--- config.mk ---
export PLATFORM = sky130hd
export DESIGN_NAME = nvb_ctrl
export DESIGN_NICKNAME = d
export VERILOG_FILES = /design/src/logic/nvb_pkg.sv /design/src/logic/nvb_ctrl.sv /design/src/logic/nvb_prog_timer.sv
export SDC_FILE = /design/constraint.sdc
export NUM_CORES = 1
export LEC_CHECK = 0
export ABC_AREA = 1
export ABC_CLOCK_PERIOD_IN_PS = 2800
export BUFFER_PORTS_ARGS = -buffer_cell sky130_fd_sc_hd__buf_2
export CORE_ASPECT_RATIO = 0.5
export CORE_UTILIZATION = 50
export DETAILED_ROUTE_END_ITERATION = 10
export MAX_ROUTING_LAYER = met4
export PLACE_DENSITY = 0.75
export SLEW_MARGIN = 20
export SYNTH_ARGS = -nofsm -noshare
export SYNTH_HDL_FRONTEND = slang
export SYNTH_SLANG_ARGS = --single-unit
--- constraint.sdc ---
create_clock -name clk_i -period 2.8 [get_ports clk_i]
set_input_delay 0.42 -clock clk_i [delete_from_list [all_inputs] [get_ports clk_i]]
set_output_delay 0.42 -clock clk_i [all_outputs]
set_load 0.05 [all_outputs]
--- src/logic/nvb_pkg.sv ---
// Package: register map, field layout, modes and timing of the byte access controller
package nvb_pkg;

   // ***************************************************************
   // Array geometry
   // ***************************************************************
   localparam int NVB_DEPTH  = 512;
   localparam int NVB_ADDR_W = 9;
   localparam int NVB_DATA_W = 8;

   // ***************************************************************
   // Register selects on the processor I/O port
   // ***************************************************************
   localparam logic [1:0] NVB_REG_ADDR_LO = 2'h0;
   localparam logic [1:0] NVB_REG_ADDR_HI = 2'h1;
   localparam logic [1:0] NVB_REG_DATA    = 2'h2;
   localparam logic [1:0] NVB_REG_CTRL    = 2'h3;

   // ***************************************************************
   // Control register field positions
   // ***************************************************************
   localparam int NVB_CTRL_RD_BIT  = 0;
   localparam int NVB_CTRL_WS_BIT  = 1;
   localparam int NVB_CTRL_MWE_BIT = 2;
   localparam int NVB_CTRL_RIE_BIT = 3;
   localparam int NVB_CTRL_PM_LSB  = 4;
   localparam int NVB_CTRL_PM_MSB  = 5;

   // ***************************************************************
   // Reset values
   // ***************************************************************
   localparam logic [7:0] NVB_DATA_RESET = 8'h00;
   localparam logic [8:0] NVB_ADDR_RESET = 9'h000;

   // Programming mode field
   typedef enum logic [1:0] {
      NVB_PM_ATOMIC = 2'h0,
      NVB_PM_ERASE  = 2'h1,
      NVB_PM_WRITE  = 2'h2,
      NVB_PM_RSVD   = 2'h3
   } nvb_mode_t;

   // ***************************************************************
   // Timing: CPU clock cycles, oscillator cycles, microseconds and clock rate
   // ***************************************************************
   localparam int NVB_CLK_HZ         = 50_000_000;
   localparam int NVB_MWE_WIN_CYC    = 4;
   localparam int NVB_WR_STALL_CYC   = 2;
   localparam int NVB_RD_STALL_CYC   = 4;
   localparam int NVB_PROG_ATOMIC_US = 3400;
   localparam int NVB_PROG_SPLIT_US  = 1800;
   localparam int NVB_PROG_RC_CYC    = 26368;
   // Split modes scale the atomic count by the ratio of their times
   localparam int NVB_PROG_RC_CYC_SPLIT =
      (NVB_PROG_RC_CYC * NVB_PROG_SPLIT_US) / NVB_PROG_ATOMIC_US;

   // Processor I/O request, same clock as the block
   typedef struct packed {
      logic [1:0] sel;
      logic       wr;
      logic       rd;
      logic [7:0] wdata;
   } nvb_io_req_t;

   // Command to the array macro
   typedef struct packed {
      logic [8:0] addr;
      logic [7:0] wdata;
      logic       rd;
      logic       erase;
      logic       prog;
   } nvb_arr_cmd_t;

endpackage : nvb_pkg

--- src/logic/nvb_ctrl.sv ---
// Byte access controller for the 512-byte data nonvolatile array
//
// What this block does
// - Address register selects one of 512 bytes linearly, 0 to 511.
// - Address bits 15..9 and control bits 7..6 always read zero.
// - Data register holds byte to program, and receives the byte read.
// - Mode field: 00 atomic, 01 erase only, 10 write only, 11 reserved.
// - Mode field writes are ignored while write strobe is set.
// - Reset clears mode field to 00 unless programming is in progress.
// - Ready interrupt is a level while enabled, global enable set, strobe clear.
// - Write strobe starts programming only within four cycles of master enable.
// - Master write enable clears itself four cycles after being set.
// - No data programming starts while processor programs the flash.
// - Hardware clears write strobe when programming time has elapsed.
// - Setting write strobe stalls the processor for two cycles.
// - Read strobe fetches the byte at once and stalls four cycles.
// - While programming, reads are refused and the address is frozen.
// - Atomic programming counts 26,368 calibrated oscillator cycles, split modes 13,959.
// - Reset during programming lets the operation finish.
module nvb_ctrl
   import nvb_pkg::*;
#(
   parameter int PROG_CYC_ATOMIC = NVB_PROG_RC_CYC,
   parameter int PROG_CYC_SPLIT  = NVB_PROG_RC_CYC_SPLIT,
   parameter int CNT_W           = 15
) (
   // Clock and reset
   input  wire logic         clk_i,
   input  wire logic         srst_i,
   // Processor I/O port
   input  wire nvb_io_req_t  io_i,
   output logic [7:0]        io_rdata_o,
   // Processor status and flash programming interlock
   input  wire logic         gie_i,
   input  wire logic         flash_self_program_enable_i,
   output logic              cpu_stall_o,
   output logic              irq_o,
   // Calibrated oscillator pin
   input  wire logic         rc_osc_i,
   // Array macro
   output nvb_arr_cmd_t      arr_o,
   input  wire logic [7:0]   arr_rdata_i
);

   // ***************************************************************
   // Elaboration checks
   // ***************************************************************
   if (PROG_CYC_ATOMIC < 1 || PROG_CYC_ATOMIC >= (1 << CNT_W) ||
       PROG_CYC_SPLIT < 1 || PROG_CYC_SPLIT >= (1 << CNT_W)) begin : g_chk
      $error("nvb_ctrl: programming counts do not fit the timer width");
   end

   // Program state along a two-code Gray path
   typedef enum logic [1:0] {
      NVB_ST_IDLE = 2'b00,
      NVB_ST_PROG = 2'b01
   } nvb_state_t;

   nvb_state_t       state;
   nvb_mode_t        prog_mode, mode_in;
   logic [8:0]       nv_addr_reg;
   logic [7:0]       nv_data_reg, prog_wdata;
   logic [2:0]       mwe_cnt, stall_cnt, next_stall_cnt;
   logic [CNT_W-1:0] tmr_target;
   logic             ready_irq_enable, master_write_enable, write_strobe, read_strobe;
   logic             prog_erase, prog_write, tmr_done;
   logic             wr_addr_lo, wr_addr_hi, wr_data, wr_ctrl, mwe_set, start_ok, rd_req;

   // ***************************************************************
   // Decode helpers
   // ***************************************************************
   function automatic logic reg_wr(input nvb_io_req_t req, input logic [1:0] sel);
      return req.wr && (req.sel == sel);
   endfunction

   function automatic logic [CNT_W-1:0] prog_cycles(input nvb_mode_t m);
      return (m == NVB_PM_ATOMIC) ? CNT_W'(PROG_CYC_ATOMIC) : CNT_W'(PROG_CYC_SPLIT);
   endfunction

   assign wr_addr_lo = reg_wr(io_i, NVB_REG_ADDR_LO);
   assign wr_addr_hi = reg_wr(io_i, NVB_REG_ADDR_HI);
   assign wr_data    = reg_wr(io_i, NVB_REG_DATA);
   assign wr_ctrl    = reg_wr(io_i, NVB_REG_CTRL);
   assign mode_in    = nvb_mode_t'(io_i.wdata[NVB_CTRL_PM_MSB:NVB_CTRL_PM_LSB]);

   // Master enable is taken only with the strobe written as zero
   assign mwe_set = wr_ctrl && io_i.wdata[NVB_CTRL_MWE_BIT] && !io_i.wdata[NVB_CTRL_WS_BIT];
   // Start needs an open window, an idle array and an idle flash
   assign start_ok = wr_ctrl && io_i.wdata[NVB_CTRL_WS_BIT] && master_write_enable
                     && !write_strobe && !flash_self_program_enable_i
                     && (mode_in != NVB_PM_RSVD);
   // Reads are refused while programming
   assign rd_req = wr_ctrl && io_i.wdata[NVB_CTRL_RD_BIT] && (state == NVB_ST_IDLE);
   // Target taken from the mode written together with the strobe
   assign tmr_target = prog_cycles(mode_in);

   // ***************************************************************
   // Programming timer
   // ***************************************************************
   nvb_prog_timer #(.CNT_W (CNT_W)) u_timer (
      .clk_i     (clk_i),
      .srst_i    (srst_i),
      .rc_osc_i  (rc_osc_i),
      .start_i   (start_ok),
      .target_i  (tmr_target),
      .done_o    (tmr_done),
      .running_o ()
   );

   // ***************************************************************
   // Programming state; reset is ignored while the write strobe is set
   // ***************************************************************
   always_ff @(posedge clk_i) begin
      if (write_strobe) begin
         if (tmr_done) begin
            write_strobe <= 1'b0;
            state        <= NVB_ST_IDLE;
            prog_erase   <= 1'b0;
            prog_write   <= 1'b0;
         end
      end else if (srst_i) begin
         write_strobe <= 1'b0;
         state        <= NVB_ST_IDLE;
         prog_erase   <= 1'b0;
         prog_write   <= 1'b0;
         prog_wdata   <= NVB_DATA_RESET;
      end else if (start_ok) begin
         write_strobe <= 1'b1;
         state        <= NVB_ST_PROG;
         prog_erase   <= (mode_in != NVB_PM_WRITE);
         prog_write   <= (mode_in != NVB_PM_ERASE);
         prog_wdata   <= nv_data_reg;
      end
   end

   // Mode field: frozen while busy, which also shields it from reset
   always_ff @(posedge clk_i) begin
      if (write_strobe) begin
         prog_mode <= prog_mode;
      end else if (srst_i) begin
         prog_mode <= NVB_PM_ATOMIC;
      end else if (wr_ctrl) begin
         prog_mode <= mode_in;
      end
   end

   // Address: frozen while busy so a reset cannot retarget the write
   always_ff @(posedge clk_i) begin
      if (write_strobe) begin
         nv_addr_reg <= nv_addr_reg;
      end else if (srst_i) begin
         nv_addr_reg <= NVB_ADDR_RESET;
      end else if (wr_addr_lo) begin
         nv_addr_reg[7:0] <= io_i.wdata;
      end else if (wr_addr_hi) begin
         nv_addr_reg[8] <= io_i.wdata[0];
      end
   end

   // Data register: loaded by software or by a finished read
   always_ff @(posedge clk_i) begin
      if (srst_i) begin
         nv_data_reg <= NVB_DATA_RESET;
      end else if (read_strobe) begin
         nv_data_reg <= arr_rdata_i;
      end else if (wr_data) begin
         nv_data_reg <= io_i.wdata;
      end
   end

   // Master enable window; a rewrite restarts the four cycles
   always_ff @(posedge clk_i) begin
      if (srst_i) begin
         master_write_enable <= 1'b0;
         mwe_cnt             <= 3'h0;
      end else if (mwe_set) begin
         master_write_enable <= 1'b1;
         mwe_cnt             <= 3'(NVB_MWE_WIN_CYC - 1);
      end else if (master_write_enable) begin
         if (mwe_cnt == 3'h0) begin
            master_write_enable <= 1'b0;
         end else begin
            mwe_cnt <= mwe_cnt - 3'h1;
         end
      end
   end

   // Interrupt enable and the one-cycle read strobe
   always_ff @(posedge clk_i) begin
      if (srst_i) begin
         ready_irq_enable <= 1'b0;
         read_strobe      <= 1'b0;
      end else begin
         if (wr_ctrl) begin
            ready_irq_enable <= io_i.wdata[NVB_CTRL_RIE_BIT];
         end
         read_strobe <= rd_req;
      end
   end

   // ***************************************************************
   // Processor stall
   // ***************************************************************
   always_comb begin
      if (start_ok) begin
         next_stall_cnt = 3'(NVB_WR_STALL_CYC);
      end else if (rd_req) begin
         next_stall_cnt = 3'(NVB_RD_STALL_CYC);
      end else begin
         next_stall_cnt = (stall_cnt != 3'h0) ? stall_cnt - 3'h1 : 3'h0;
      end
   end

   always_ff @(posedge clk_i) begin
      if (srst_i) begin
         stall_cnt   <= 3'h0;
         cpu_stall_o <= 1'b0;
      end else begin
         stall_cnt   <= next_stall_cnt;
         cpu_stall_o <= (next_stall_cnt != 3'h0);
      end
   end

   // Level interrupt; registered so the output comes from a flop
   always_ff @(posedge clk_i) begin
      if (srst_i) begin
         irq_o <= 1'b0;
      end else begin
         irq_o <= ready_irq_enable && gie_i && !write_strobe;
      end
   end

   // ***************************************************************
   // Register read-back, one cycle after the read request
   // ***************************************************************
   always_ff @(posedge clk_i) begin
      if (srst_i) begin
         io_rdata_o <= 8'h00;
      end else if (io_i.rd) begin
         unique case (io_i.sel)
            NVB_REG_ADDR_LO: io_rdata_o <= nv_addr_reg[7:0];
            NVB_REG_ADDR_HI: io_rdata_o <= {7'h00, nv_addr_reg[8]};
            NVB_REG_DATA:    io_rdata_o <= nv_data_reg;
            NVB_REG_CTRL:    io_rdata_o <= {2'h0, prog_mode, ready_irq_enable,
                                            master_write_enable, write_strobe,
                                            read_strobe};
         endcase
      end
   end

   // Array command, every field straight from a flop
   assign arr_o = '{addr:  nv_addr_reg,
                    wdata: prog_wdata,
                    rd:    read_strobe,
                    erase: prog_erase,
                    prog:  prog_write};
endmodule // nvb_ctrl

--- src/logic/nvb_prog_timer.sv ---
// Programming timer counting cycles of the calibrated RC oscillator
module nvb_prog_timer
   import nvb_pkg::*;
#(
   parameter int CNT_W = 15
) (
   // Clock and reset
   input  wire logic             clk_i,
   input  wire logic             srst_i,
   // Oscillator pin, asynchronous to clk_i
   input  wire logic             rc_osc_i,
   // Control
   input  wire logic             start_i,
   input  wire logic [CNT_W-1:0] target_i,
   // Status
   output logic                  done_o,
   output logic                  running_o
);

   logic             osc_meta;
   logic             osc_sync;
   logic             osc_prev;
   logic [CNT_W-1:0] cnt;
   logic [CNT_W-1:0] target;
   logic             osc_rise;

   // ***************************************************************
   // Oscillator synchroniser
   // ***************************************************************
   always_ff @(posedge clk_i) begin
      osc_meta <= rc_osc_i;
      osc_sync <= osc_meta;
      osc_prev <= osc_sync;
   end

   assign osc_rise = osc_sync & ~osc_prev;

   // Counter keeps running through reset so a started write completes
   always_ff @(posedge clk_i) begin
      done_o <= 1'b0;
      if (running_o) begin
         if (osc_rise) begin
            if (cnt == target - CNT_W'(1)) begin
               running_o <= 1'b0;
               done_o    <= 1'b1;
            end else begin
               cnt <= cnt + CNT_W'(1);
            end
         end
      end else if (srst_i) begin
         running_o <= 1'b0;
         cnt       <= '0;
         target    <= '0;
      end else if (start_i) begin
         running_o <= 1'b1;
         cnt       <= '0;
         target    <= target_i;
      end
   end

endmodule // nvb_prog_timer

=== Yosys cells after proc, flatten, opt, wreduce, memory -nomap -nowiden ===
Index checks and enable logic that the tools add are counted.

* Shifts and indexed selects: 0
* Multiplexer cells: 43
* Multipliers: 0
* Add/sub/neg operators: 4
* Eq/ne operators: 12
* Div/mod/pow operators: 0
* Bitwise logic cells: 5
* Reduce and logical (&&, ||, !) cells: 43
* Magnitude comparators: 0

{| class="wikitable"
|+ Operators with widths
! operator !! count
|-
| $mux W15 || 7
|-
| $mux W8 || 4
|-
| $pmux W8 S4 || 1
|-
| $mux W1 || 20
|-
| $mux W2 || 8
|-
| $reduce_and A2 Y1 || 8
|-
| $add A15 B1 Y15 const B || 1
|-
| $eq A15 B15 Y1 || 1
|-
| $logic_and A1 B1 Y1 || 15
|-
| $sub A15 B1 Y15 const B || 1
|-
| $ne A2 B2 Y1 const B || 6
|-
| $reduce_bool A2 Y1 || 6
|-
| $reduce_bool A3 Y1 || 4
|-
| $mux W3 || 3
|-
| $logic_not A2 Y1 || 3
|-
| $reduce_and A3 Y1 || 2
|-
| $sub A3 B1 Y3 const B || 2
|-
| $eq A2 B2 Y1 const B || 2
|-
| $ne A2 B1 Y1 const B || 2
|-
| $not A1 Y1 || 4
|-
| $logic_not A1 Y1 || 3
|-
| $logic_not A3 Y1 || 1
|-
| $eq A2 B1 Y1 const B || 1
|-
| $reduce_or A2 Y1 || 1
|-
| $and A1 B1 Y1 || 1
|}

* Latch bits: 0
* Bits in writable memories: 0
* Memory bits (read-only): 0
* Output and inout bits: 30
* Input port bits: 25
* Register bits: 86
* Word-level logic and storage cells: 132
* Memories kept: 0

=== Longest topological paths before layout ===
Gate-level depths: netlist of the first run.

* Word-level depth: 10
* Mapped depth: 11
* Gate-level depth less buffers: 11

=== Hierarchy ===
Synthesis of the first run repeated with hierarchy kept, for this count alone.

* Cells, all modules: 587
* Area, all modules: 4619.4 um^2

{| class="wikitable"
|+ By module, submodules not included
! module !! cells an instance !! area an instance (um^2) !! instances !! seq. area each (um^2)
|-
| nvb_ctrl || 278 || 2336.0 || 1 || 1221.2
|-
| nvb_prog_timer || 309 || 2283.4 || 1 || 1001.0
|}

=== Worst setup path after synthesis of the first run ===
No wires, ideal clock.

* Path type: reg2reg
* Start: register u_timer.target[12]
* End: register u_timer.cnt[0] (enable)
* Buffers on the path: 0
* Cell stages (with the launch flop): 11
* Data required time: 2.392 ns
* Path slack: 0.090 ns
* Period minus slack after synthesis: 2.710 ns
* Arrival: 2.302 ns
* Cells stage by stage: edfxtp_1 > inv_1 > ha_1 > inv_1 > o21ai_0 > nand2_1 > nand2_1 > nor2_1 > nand2_1 > nor2_1 > o21ai_0

* Longest elaborated chain between the ends: 4

{| class="wikitable"
|+ Ends and longest elaborated chain
! item !! line !! RTL
|-
| start, declared || nvb_prog_timer.sv:24 || <nowiki>logic [CNT_W-1:0] target;</nowiki>
|-
| start signal, assigned || nvb_prog_timer.sv:57 || <nowiki>target <= target_i;</nowiki>
|-
| $sub A15 B1 Y15 || nvb_prog_timer.sv:43 || <nowiki>if (cnt == target - CNT_W'(1)) begin</nowiki>
|-
| $eq A15 B15 Y1 || nvb_prog_timer.sv:43 ||
|-
| $ne A2 B2 Y1 (no source line) || - ||
|-
| $reduce_and A3 Y1 (no source line) || - ||
|-
| end signal, assigned || nvb_prog_timer.sv:47 || <nowiki>cnt <= cnt + CNT_W'(1);</nowiki>
|-
| end, declared || nvb_prog_timer.sv:23 || <nowiki>logic [CNT_W-1:0] cnt;</nowiki>
|}

No other way between the ends.
A chain may end at the register's enable or synchronous reset.

=== Worst setup path in the final report of the first run ===
* Start: register u_timer.target[12]
* End: register u_timer.cnt[10] (enable)

The elaborated chain is that of the path after synthesis.

==> results of run 1 <==
==> cells by family (layout without fill, tap and decap cells) <==
logic type,Yosys count,count (layout)
adders and majority gates,7,7
DFF,73,73
and+or+nand+nor,181,181
AOI/OAI and AO/OA,81,81
buffers and inverters,82,144
==> layout make-up <==
class                   count  area (um2)
multi-input cells         269        1310
fillers                   613        2580
inverters                  70         263
well taps                  92         115
clock inverters             4        51.3
flip-flops and latches     73        1860
repair buffers             58         300
clock buffers              12         246
==> worst max-delay path: stages, from the launching register on <==
cell and delay [ps]:
edfxtp_1 450, inv_1 170, ha_1 260, nand2_1 70, inv_1 40, nor2_1 120
nand3_1 100, nor2_1 90, nand3_1 70, nor2_1 150, o21ai_1 80, buf_4 210
==> power by group <==
part / internal (mW) / leakage, nW / total (mW) / switching [mW]
clock network: 0.716 / 0.145 / 1.14 / 0.425
registers: 1.16 / 0.640 / 1.18 / 0.0197
logic: 0.0538 / 1.08 / 0.176 / 0.122
==> metrics by stage <==
step / hold WS, ps / total power, mW
3_5_place_dp: 340 / 1.37
5_1_grt: 194 / 2.58
4_1_cts: 185 / 2.50
3_3_place_gp: 312 / 1.37
6_report: 192 / 2.49
2_1_floorplan: 310 / 1.31
==> final timing paths <==
path                            from                to  slack, ps  cells after the start
hold reg to reg     u_timer.osc_meta  u_timer.osc_sync        350                      0
setup / recovery  u_timer.target[12]   u_timer.cnt[10]        740                     11
hold / removal              rc_osc_i  u_timer.osc_meta        190                      1
setup reg to reg  u_timer.target[12]   u_timer.cnt[10]        740                     11
==> routing by layer <==
| layer | wire [um] | part of all wire [%] |
|---|---|---|
| met5 | 0 | 0 |
| met4 | 115 | 1.5 |
| met3 | 425 | 5.6 |
| met2 | 3470 | 46 |
| met1 | 3540 | 47 |
==> layout by cell type (no fill, tap or decap), types with 2 or more instances in the layout <==
cell type  netlist  final
o21ai_1          3      4
nor2_2           3      3
buf_2            2     54
nor2_1          58     58
o22ai_1          2      2
buf_4            3      4
dfxtp_1         33     33
clkinv_1         1      2
edfxtp_1        40     40
a21oi_1         32     32
o221ai_1         2      2
nand2_1         77     77
o21ai_0         28     27
a31oi_1          9      9
clkbuf_1         6      2
clkbuf_16        0      9
nand3_2          2      2
nor3b_1          2      2
inv_1           66     66
inv_2            3      3
ha_1             7      7
nand3_1         19     19
nor3_1          12     12
nand2_2          4      4
nor3_2           2      2
==> results.json, run 1 <==
{
  "status": "finished, final reports clean",
  "yosys-top-cells-area": "edfxtp_1, dfxtp_1, nand2_1, inv_1, nor2_1",
  "dpl.hpwl_um": 5510,
  "ys_seq_elements": 73,
  "port_buffers": 54,
  "drive_gt1_share_pct": 17.7,
  "cts.clk_slew.worst_paths_ps": 50,
  "ir_drop_uv": 378,
  "synth_compound_area_share_pct": 12.7,
  "via_count": 2959,
  "layout.cells.non_filler": 578,
  "yosys_warnings": 0,
  "power.density_nw_per_um2": 601,
  "cts_tree": "yes",
  "netlist_top_cells_count": "nand2_1, inv_1, nor2_1",
  "detail-route-antenna-nets": 0,
  "die-area_um2": 7340,
  "start_kind": "flop",
  "die-height_um": 61.1,
  "synth_cells": 424,
  "crit_type": "flop to flop",
  "start_util_pct": 51.9,
  "finalCritPeriodShare_pct": 73.7,
  "setup_ws_ps": 736,
  "fin_area_um2": 4150,
  "synthMuxAreaShare_pct": 0,
  "postCtsHoldBufs": 0,
  "synthXorXnorAreaFrac_pct": 0,
  "cp.required_ps": 2880,
  "largest_reg_flops": 15,
  "drv_cap": 0,
  "synth-edff-count": 40,
  "rows": 21,
  "finClkSkew_ps": 7.30,
  "grt_pass1_vias": 2567,
  "clock-sinks": 73,
  "worstSetupEndpointType": "flop",
  "post_cts_buffers": 0,
  "dp.cells": 562,
  "grt.total_usage_pct": 22.7,
  "core_area_um2": 6730,
  "syn_nets": 456,
  "hold_path_class": "primary input to flop",
  "grt_overflow": 0,
  "place.gp.congestion": 0.841,
  "async_reset_ff_share_pct": 0,
  "cts_resized": 0,
  "synth_top_family_by_area": "simple AND/OR/NAND/NOR gates",
  "syn_avg_cell_area_um2": 8.23,
  "drt-initial-drc-count": 218,
  "grt_max_degree": 32,
  "clockBufferDepth": 2,
  "routedWlPerCell_um": 13.1,
  "synth_area_um2": 3490,
  "synth_cell_types": 32,
  "leakage_nw": 1.87,
  "relSlewSlack_pct": 43.0,
  "viasPerCell": 5.12,
  "synthSimpleGateAreaFrac_pct": 22.3,
  "rsz0062_at_grt": "false",
  "num_antenna_cells": 0,
  "drv_slew": 0,
  "crit_arrival_ps": 2140,
  "io_pins": 55,
  "die_w_um": 120,
  "fin_crit_ps": 2060,
  "htreeDepth": 3,
  "synth_top_area_cell": "edfxtp_1",
  "pre_cts_ws_ps": 701,
  "crit_fanout": 15,
  "root_buffer": "clkbuf_16",
  "grtUsageMet2_pct": 35.6,
  "grt_pass1_wl_um": 12100,
  "antenna_found_initial": 0,
  "areaGrowthSynthToFinish_pct": 18.7,
  "grtUsageMet1_pct": 28.6,
  "max_freq_mhz": 484,
  "clock_latency_ps": 340,
  "cts_made_buffers": 9,
  "first_pass_iters": 4,
  "synth_seq_area_share_pct": 53.3,
  "drc": 0,
  "setup_violations": 0,
  "worst_slew_pin_slew_ps": 855,
  "synthAdderAreaFrac_pct": 2.51,
  "yosysMostFrequentCell": "nand2_1",
  "synth_flop_cell": "edfxtp_1",
  "hold_viol": 0,
  "nNetsFinal": 513,
  "grt.busiest_layer": "met2",
  "placed_cell_area_um2": 3850,
  "fin_util_pct": 61.6,
  "gr-usage-met3_pct": 6.20,
  "fin_setup_tns_ps": 0,
  "synth.top_cell.area_share_pct": 34.4,
  "routed_wl_um": 7550
}
No activity file was read; power rests on OpenSTA's default activity.
==> inputs of run 2 (changes only) <==
--- a/config.mk
+++ b/config.mk
@@ -5,14 +5,14 @@
 export SDC_FILE = /design/constraint.sdc
 export NUM_CORES = 1
 export LEC_CHECK = 0
-export ABC_AREA = 1
-export ABC_CLOCK_PERIOD_IN_PS = 2800
+export ABC_AREA = 0
+export ABC_CLOCK_PERIOD_IN_PS = 2100
 export BUFFER_PORTS_ARGS = -buffer_cell sky130_fd_sc_hd__buf_2
 export CORE_ASPECT_RATIO = 0.5
 export CORE_UTILIZATION = 50
 export DETAILED_ROUTE_END_ITERATION = 10
 export MAX_ROUTING_LAYER = met4
-export PLACE_DENSITY = 0.75
+export PLACE_DENSITY = 0.72
 export SLEW_MARGIN = 20
 export SYNTH_ARGS = -nofsm -noshare
 export SYNTH_HDL_FRONTEND = slang
==> constraint.sdc (replaced) <==
create_clock -name clk_i -period 2.1 [get_ports clk_i]
set_input_delay 0.315 -clock clk_i [delete_from_list [all_inputs] [get_ports clk_i]]
set_output_delay 0.315 -clock clk_i [all_outputs]
set_load 0.05 [all_outputs]
==> run 2 against run 1 <==
  * The run now ends with setup timing left
  * Setup slack worse by 810 ps
  * Global-route usage fell by 0.46 points
  * Critical path depth shrank 4
  * Register-to-register slack got worse by 810 ps
  * Die area down 0.14%
==> results.json, run 2 <==
{
  "place.gp.congestion": 0.823,
  "areaGrowthSynthToFinish_pct": 23.2,
  "setup_ws_ps": -70.5,
  "rsz0062_at_grt": "true",
  "reg2reg_from": "u_timer.target[8]",
  "dpl.hpwl_um": 5320,
  "drv_cap": 0,
  "viasPerCell": 5.17,
  "nFillCells": 547,
  "layout_common_cells": "buf_2, nor2_1, edfxtp_1",
  "grt_overflow": 0,
  "clock-sinks": 73,
  "synth_seq_area_share_pct": 53.4,
  "finalCritPeriodShare_pct": 103,
  "startpoint": "u_timer.target[8]",
  "setup_violations": 15,
  "synth_flop_cell": "edfxtp_1",
  "grt_max_degree": 43,
  "antenna_found_initial": 0,
  "grt_pass1_vias": 2427,
  "nNetsFinal": 432,
  "synth.top_cell.area_share_pct": 34.5,
  "ff2ff_setup_slack_ps": -70,
  "finalPower_mw": 3.36,
  "drt-initial-drc-count": 198,
  "die-height_um": 61.0,
  "cp_slowest_cell": "or4b_4",
  "die-area_um2": 7330,
  "ir_drop_uv": 620,
  "rows": 21,
  "synth_top_area_cell": "edfxtp_1",
  "relSlewSlack_pct": 69.0,
  "dp.cells": 478,
  "r2r_cells": 7,
  "cts_tree": "yes",
  "max_freq_mhz": 461,
  "port_buffers": 54,
  "finClkSkew_ps": 5.79,
  "crit_fanout": 8,
  "rr_endpoint": "u_timer.cnt[11]",
  "netlist_top_cells_count": "nor2_1, edfxtp_1, dfxtp_1",
  "power.density_nw_per_um2": 783,
  "grt_pass1_wl_um": 11700,
  "via_count": 2569,
  "root_buffer": "clkbuf_16",
  "violations": "setup timing",
  "status": "finished, violations left",
  "syn_nets": 356,
  "num_antenna_cells": 0,
  "cts_made_buffers": 9,
  "clockBufferDepth": 2,
  "syn_avg_cell_area_um2": 10.8,
  "cp-endpoint": "u_timer.cnt[11]",
  "layout_commonest_cell": "buf_2",
  "yosys-top-cells-area": "edfxtp_1, dfxtp_1, mux2i_1, nor2_1, nor2b_1",
  "yosysMostFrequentCell": "nor2_1",
  "htreeDepth": 3,
  "routedWlPerCell_um": 15.0,
  "drive_gt1_share_pct": 27.4,
  "slowest_delay_ps": 450,
  "drv_slew": 0,
  "crit_arrival_ps": 2230,
  "start_kind": "flop",
  "hold_path_class": "primary input to flop",
  "crit_type": "flop to flop",
  "fin_crit_ps": 2170,
  "synth-edff-count": 40,
  "multiInputGateArea_um2": 1550,
  "synth_cells": 324,
  "cp.required_ps": 2160,
  "crit_chain": "inv_4, ha_4, or4b_4, o211ai_1, a22oi_2, nor3_4, o22ai_4",
  "detail-route-antenna-nets": 0,
  "grt.total_usage_pct": 22.3,
  "largest_reg_flops": 15,
  "clock_latency_ps": 330,
  "hold_viol": 0,
  "die_w_um": 120,
  "first_pass_iters": 4,
  "leakage_nw": 1.87,
  "io_pins": 55,
  "postCtsHoldBufs": 0,
  "layout.cells.non_filler": 497,
  "worst_slew_pin_slew_ps": 464,
  "start_util_pct": 52.0,
  "synth_cell_types": 54,
  "ys_seq_elements": 73,
  "async_reset_ff_share_pct": 0,
  "core_area_um2": 6700,
  "cts.clk_slew.worst_paths_ps": 50,
  "fin_setup_tns_ps": -1020,
  "final-seq-area_um2": 1860,
  "synth_area_um2": 3490,
  "worstSetupEndpointType": "flop",
  "yosys_warnings": 0,
  "drc": 0,
  "routed_wl_um": 7450
}
## run 2: cell count changes in the layout (fill, tap and decap cells not counted), sizes merged, moves of 11 or more
cell / change
nand2: -72
inv: -58
o21ai: -28
buf: +23
mux2i: +20
nor2b: +20
nand3: -14
and2: +13
a21oi: -11
## run 2: per-stage QoR
stage / hold WS, ps / util (%) / cell area [um2] / setup WS [ps]
after CTS: 80.6 / 64.0 / 4290 / -57.3
after global placement: 311 / 59.7 / 4000 / 26.2
after detailed placement: 318 / 59.7 / 4000 / -74.6
after floorplan: 310 / - / 3520 / -22.5
after global routing: 79.3 / 64.1 / 4290 / -191
final: 90.7 / 64.1 / 4290 / -70.5
## run 2: repair_timing
| item | 4_1_cts | 5_1_grt |
|---|---|---|
| resized for setup | 2 | 1 |
| endpoints found under the hold margin | 0 | 0 |
| pin swaps | 3 | 0 |
| buffers inserted | 2 | 0 |
| gates cloned | 1 | 0 |
| endpoints found under the setup margin | 15 | 17 |
## run 2: how the worst min path moves through the flow
stage | start | to | slack, ps | cells past startpoint
after floorplan | u_timer.osc_meta | u_timer.osc_sync | 310 | 0
after global placement | u_timer.osc_meta | u_timer.osc_sync | 310 | 0
after detailed placement | u_timer.osc_meta | u_timer.osc_sync | 320 | 0
after CTS | rc_osc_i | u_timer.osc_meta | 80 | 1
after global routing | rc_osc_i | u_timer.osc_meta | 80 | 1
final | rc_osc_i | u_timer.osc_meta | 90 | 1
## run 2: final cells by class
cell class / instances / share of cell area (%)
flip-flops and latches: 73 / 43.4
inverters: 12 / 1.11
clock buffers: 15 / 5.77
repair buffers: 81 / 11.0
well taps: 92 / 2.68
clock inverters: 1 / 0.0874
multi-input cells: 223 / 36.0
## run 2: kinds of logic (layout without fill, tap and decap cells)
group           after synthesis  in the layout  synth area share [%]
compound gates               44             45                  8.40
flops                        73             73                  53.4
mux                          21             21                  6.39
buf+inv                      29            109                  4.02
xor+xnor                     18             18                  4.52
fa+ha+maj                     7              7                  2.51
simple gates                132            132                  20.7
## run 2: worst max-delay path, delay by kind of cell (launching register included)
family,cells,cell delay [ps]
compound gates,3,560
buf+inv,1,90
fa+ha+maj,1,150
flops,1,420
simple gates,2,690
## run 2: power by group
| part | total (mW) | internal (mW) | leakage [nW] | switching, mW |
|---|---|---|---|---|
| Sequential | 1.62 | 1.58 | 0.679 | 0.0439 |
| Combinational | 0.423 | 0.149 | 1.07 | 0.274 |
| Clock | 1.32 | 0.797 | 0.120 | 0.519 |
| Total | 3.36 | 2.52 | 1.87 | 0.836 |
## run 2: per-layer routing
metal	wire (um)	vias to the layer above	track usage, %
met2	3580	59	35.1
met3	319	8	6.76
met1	3450	1207	27.6
met5	0	-	-
li1	-	1295	-
met4	105	0	8.21
==> inputs of run 3 (changes only) <==
--- a/config.mk
+++ b/config.mk
@@ -6,13 +6,13 @@
 export NUM_CORES = 1
 export LEC_CHECK = 0
 export ABC_AREA = 0
-export ABC_CLOCK_PERIOD_IN_PS = 2100
+export ABC_CLOCK_PERIOD_IN_PS = 2600
 export BUFFER_PORTS_ARGS = -buffer_cell sky130_fd_sc_hd__buf_2
 export CORE_ASPECT_RATIO = 0.5
-export CORE_UTILIZATION = 50
+export CORE_UTILIZATION = 56
 export DETAILED_ROUTE_END_ITERATION = 10
 export MAX_ROUTING_LAYER = met4
-export PLACE_DENSITY = 0.72
+export PLACE_DENSITY = 0.79
 export SLEW_MARGIN = 20
 export SYNTH_ARGS = -nofsm -noshare
 export SYNTH_HDL_FRONTEND = slang
==> constraint.sdc (replaced) <==
create_clock -name clk_i -period 2.6 [get_ports clk_i]
set_input_delay 0.39 -clock clk_i [delete_from_list [all_inputs] [get_ports clk_i]]
set_output_delay 0.39 -clock clk_i [all_outputs]
set_load 0.05 [all_outputs]
==> run 3 against run 2 <==
  * The run now ends clean
  * Sequential share of layout area is 1.8 points higher
  * Register-to-register slack better by 290 ps
  * Global-route usage is 2.8 points higher
  * Maximum frequency is 9.0% lower
  * Via count is 0.16% lower
  * Total power is 19% lower
  * Utilization is 7.8 points higher
  * Clock-buffer cell count stayed put
  * Setup slack better by 290 ps
  * Critical endpoint is now u_timer.cnt[8]
  * Largest power group unchanged
  * Highest routed layer unchanged
==> results.json, run 3 (same netlist as run 2, synthesis figures left out) <==
{
  "cp.required_ps": 2630,
  "die-area_um2": 6560,
  "pre_cts_ws_ps": 87.6,
  "dpl.hpwl_um": 5340,
  "worst_slew_pin_slew_ps": 687,
  "power.density_nw_per_um2": 659,
  "grt_pass1_wl_um": 11800,
  "drc": 0,
  "port_buffers": 54,
  "fin_area_um2": 4120,
  "switchingPower_uw": 669,
  "core_area_um2": 5730,
  "pwr-share-clk_pct": 40.1,
  "p_int_mw": 2.05,
  "place.gp.congestion": 0.853,
  "grt_pass1_vias": 2436,
  "crit_fanout": 15,
  "rsz0062_at_grt": "false",
  "hold_path_class": "primary input to flop",
  "cts_made_buffers": 9,
  "ir_drop_uv": 558,
  "layout_common_cells": "buf_2, nor2_1, edfxtp_1",
  "die-height_um": 57.8,
  "grt_overflow": 0,
  "num_antenna_cells": 0,
  "crit_chain": "inv_1, ha_1, or3b_1, a211oi_2, o221ai_2, nor3_2, o22ai_4",
  "viasPerCell": 5.45,
  "fin_setup_tns_ps": 0,
  "cts_tree": "yes",
  "root_buffer": "clkbuf_16",
  "start_kind": "flop",
  "via_count": 2565,
  "max_freq_mhz": 419,
  "worstSetupEndpointType": "flop",
  "finClkSkew_ps": 4.90,
  "layout_commonest_cell": "buf_2",
  "drv_slew": 0,
  "setup_violations": 0,
  "clock_latency_ps": 330,
  "crit_type": "flop to flop",
  "detail-route-antenna-nets": 0,
  "routedWlPerCell_um": 15.5,
  "clockBufferDepth": 2,
  "seqPwrFrac_pct": 48.4,
  "setup_ws_ps": 216,
  "crit_arrival_ps": 2410,
  "first_pass_iters": 5,
  "placed_cell_area_um2": 3850,
  "io_pins": 55,
  "areaGrowthSynthToFinish_pct": 18.2,
  "grt.total_usage_pct": 25.1,
  "relSlewSlack_pct": 54.1,
  "p_sw_share_pct": 24.6,
  "antenna_found_initial": 0,
  "rows": 19,
  "routed_wl_um": 7320,
  "cp_slowest_cell": "edfxtp_1",
  "postCtsHoldBufs": 0,
  "nNetsFinal": 414,
  "die_w_um": 114,
  "finalCritPeriodShare_pct": 91.7,
  "leakage_nw": 1.78,
  "start_util_pct": 60.8,
  "clock-sinks": 73,
  "cts.clk_slew.worst_paths_ps": 50,
  "status": "finished, final reports clean",
  "drive_gt1_share_pct": 23.3,
  "fin_crit_ps": 2380,
  "htreeDepth": 3,
  "grt_max_degree": 43,
  "drv_cap": 0,
  "drt-initial-drc-count": 257,
  "pwr-share-comb_pct": 11.5,
  "largest_reg_flops": 15,
  "slowest_delay_ps": 400,
  "hold_viol": 0
}
==> run 3: cell count changes in the layout (fill, tap and decap cells not counted), sizes merged <==
| cell | previous run | this run |
|---|---|---|
| o22ai | 2 | 1 |
| buf | 81 | 64 |
==> run 3: path summary, 6_finish.rpt <==
path / from / to / slack [ps] / cells past startpoint
hold reg to reg: u_timer.osc_meta / u_timer.osc_sync / 330 / 0
hold / removal: rc_osc_i / u_timer.osc_meta / 160 / 1
setup reg to reg: u_timer.target[12] / u_timer.cnt[8] / 220 / 7
setup / recovery: u_timer.target[12] / u_timer.cnt[8] / 220 / 7
==> run 3: timing repair <==
action	in CTS	in global routing
setup buffers	0	0
hold endpoints to repair	0	0
setup endpoints to repair	0	15
resized for setup	0	2
==> run 3: cell type report <==
type                    instances  area, um2
clock buffers                  15        258
clock inverters                 1       3.75
fillers                       410       1610
inverters                      12       45.0
multi-input cells             222       1500
flip-flops and latches         73       1860
well taps                      84        105
repair buffers                 64        345
==> run 3: routing by layer <==
metal  track usage, %  part of all wire (%)  vias up
met1             30.6                    43     1216
met5                -                     0        -
li1                 -                     -     1248
met3             9.41                   7.4       13
met4             8.46                   2.0        0
met2             38.9                    48       88
==> run 3: through the flow <==
step	total power, mW	hold WS [ps]	std cells	util [%]
floorplan	1.56	310	324	-
global placement	1.63	312	455	67.2
detailed placement	1.65	317	455	67.2
CTS	2.73	153	471	71.7
global route	2.81	150	471	71.9
finish	2.72	160	471	71.9
==> run 3: power by group through the flow <==
stage	clock, mW	combinational (mW)	sequential [mW]
2_1_floorplan	0	0.147	1.41
3_3_place_gp	0	0.300	1.33
3_5_place_dp	0	0.308	1.34
4_1_cts	1.11	0.310	1.31
5_1_grt	1.16	0.332	1.32
6_report	1.09	0.311	1.32
==> run 3: critical path, delay by kind of cell (launching register included) <==
kind	cells	cell delay (ps)
AND/OR/NAND/NOR	2	640
AO/OA/AOI/OAI	3	630
flip-flops	1	400
adder cells (fa/ha/maj)	1	260
buffers and inverters	1	140
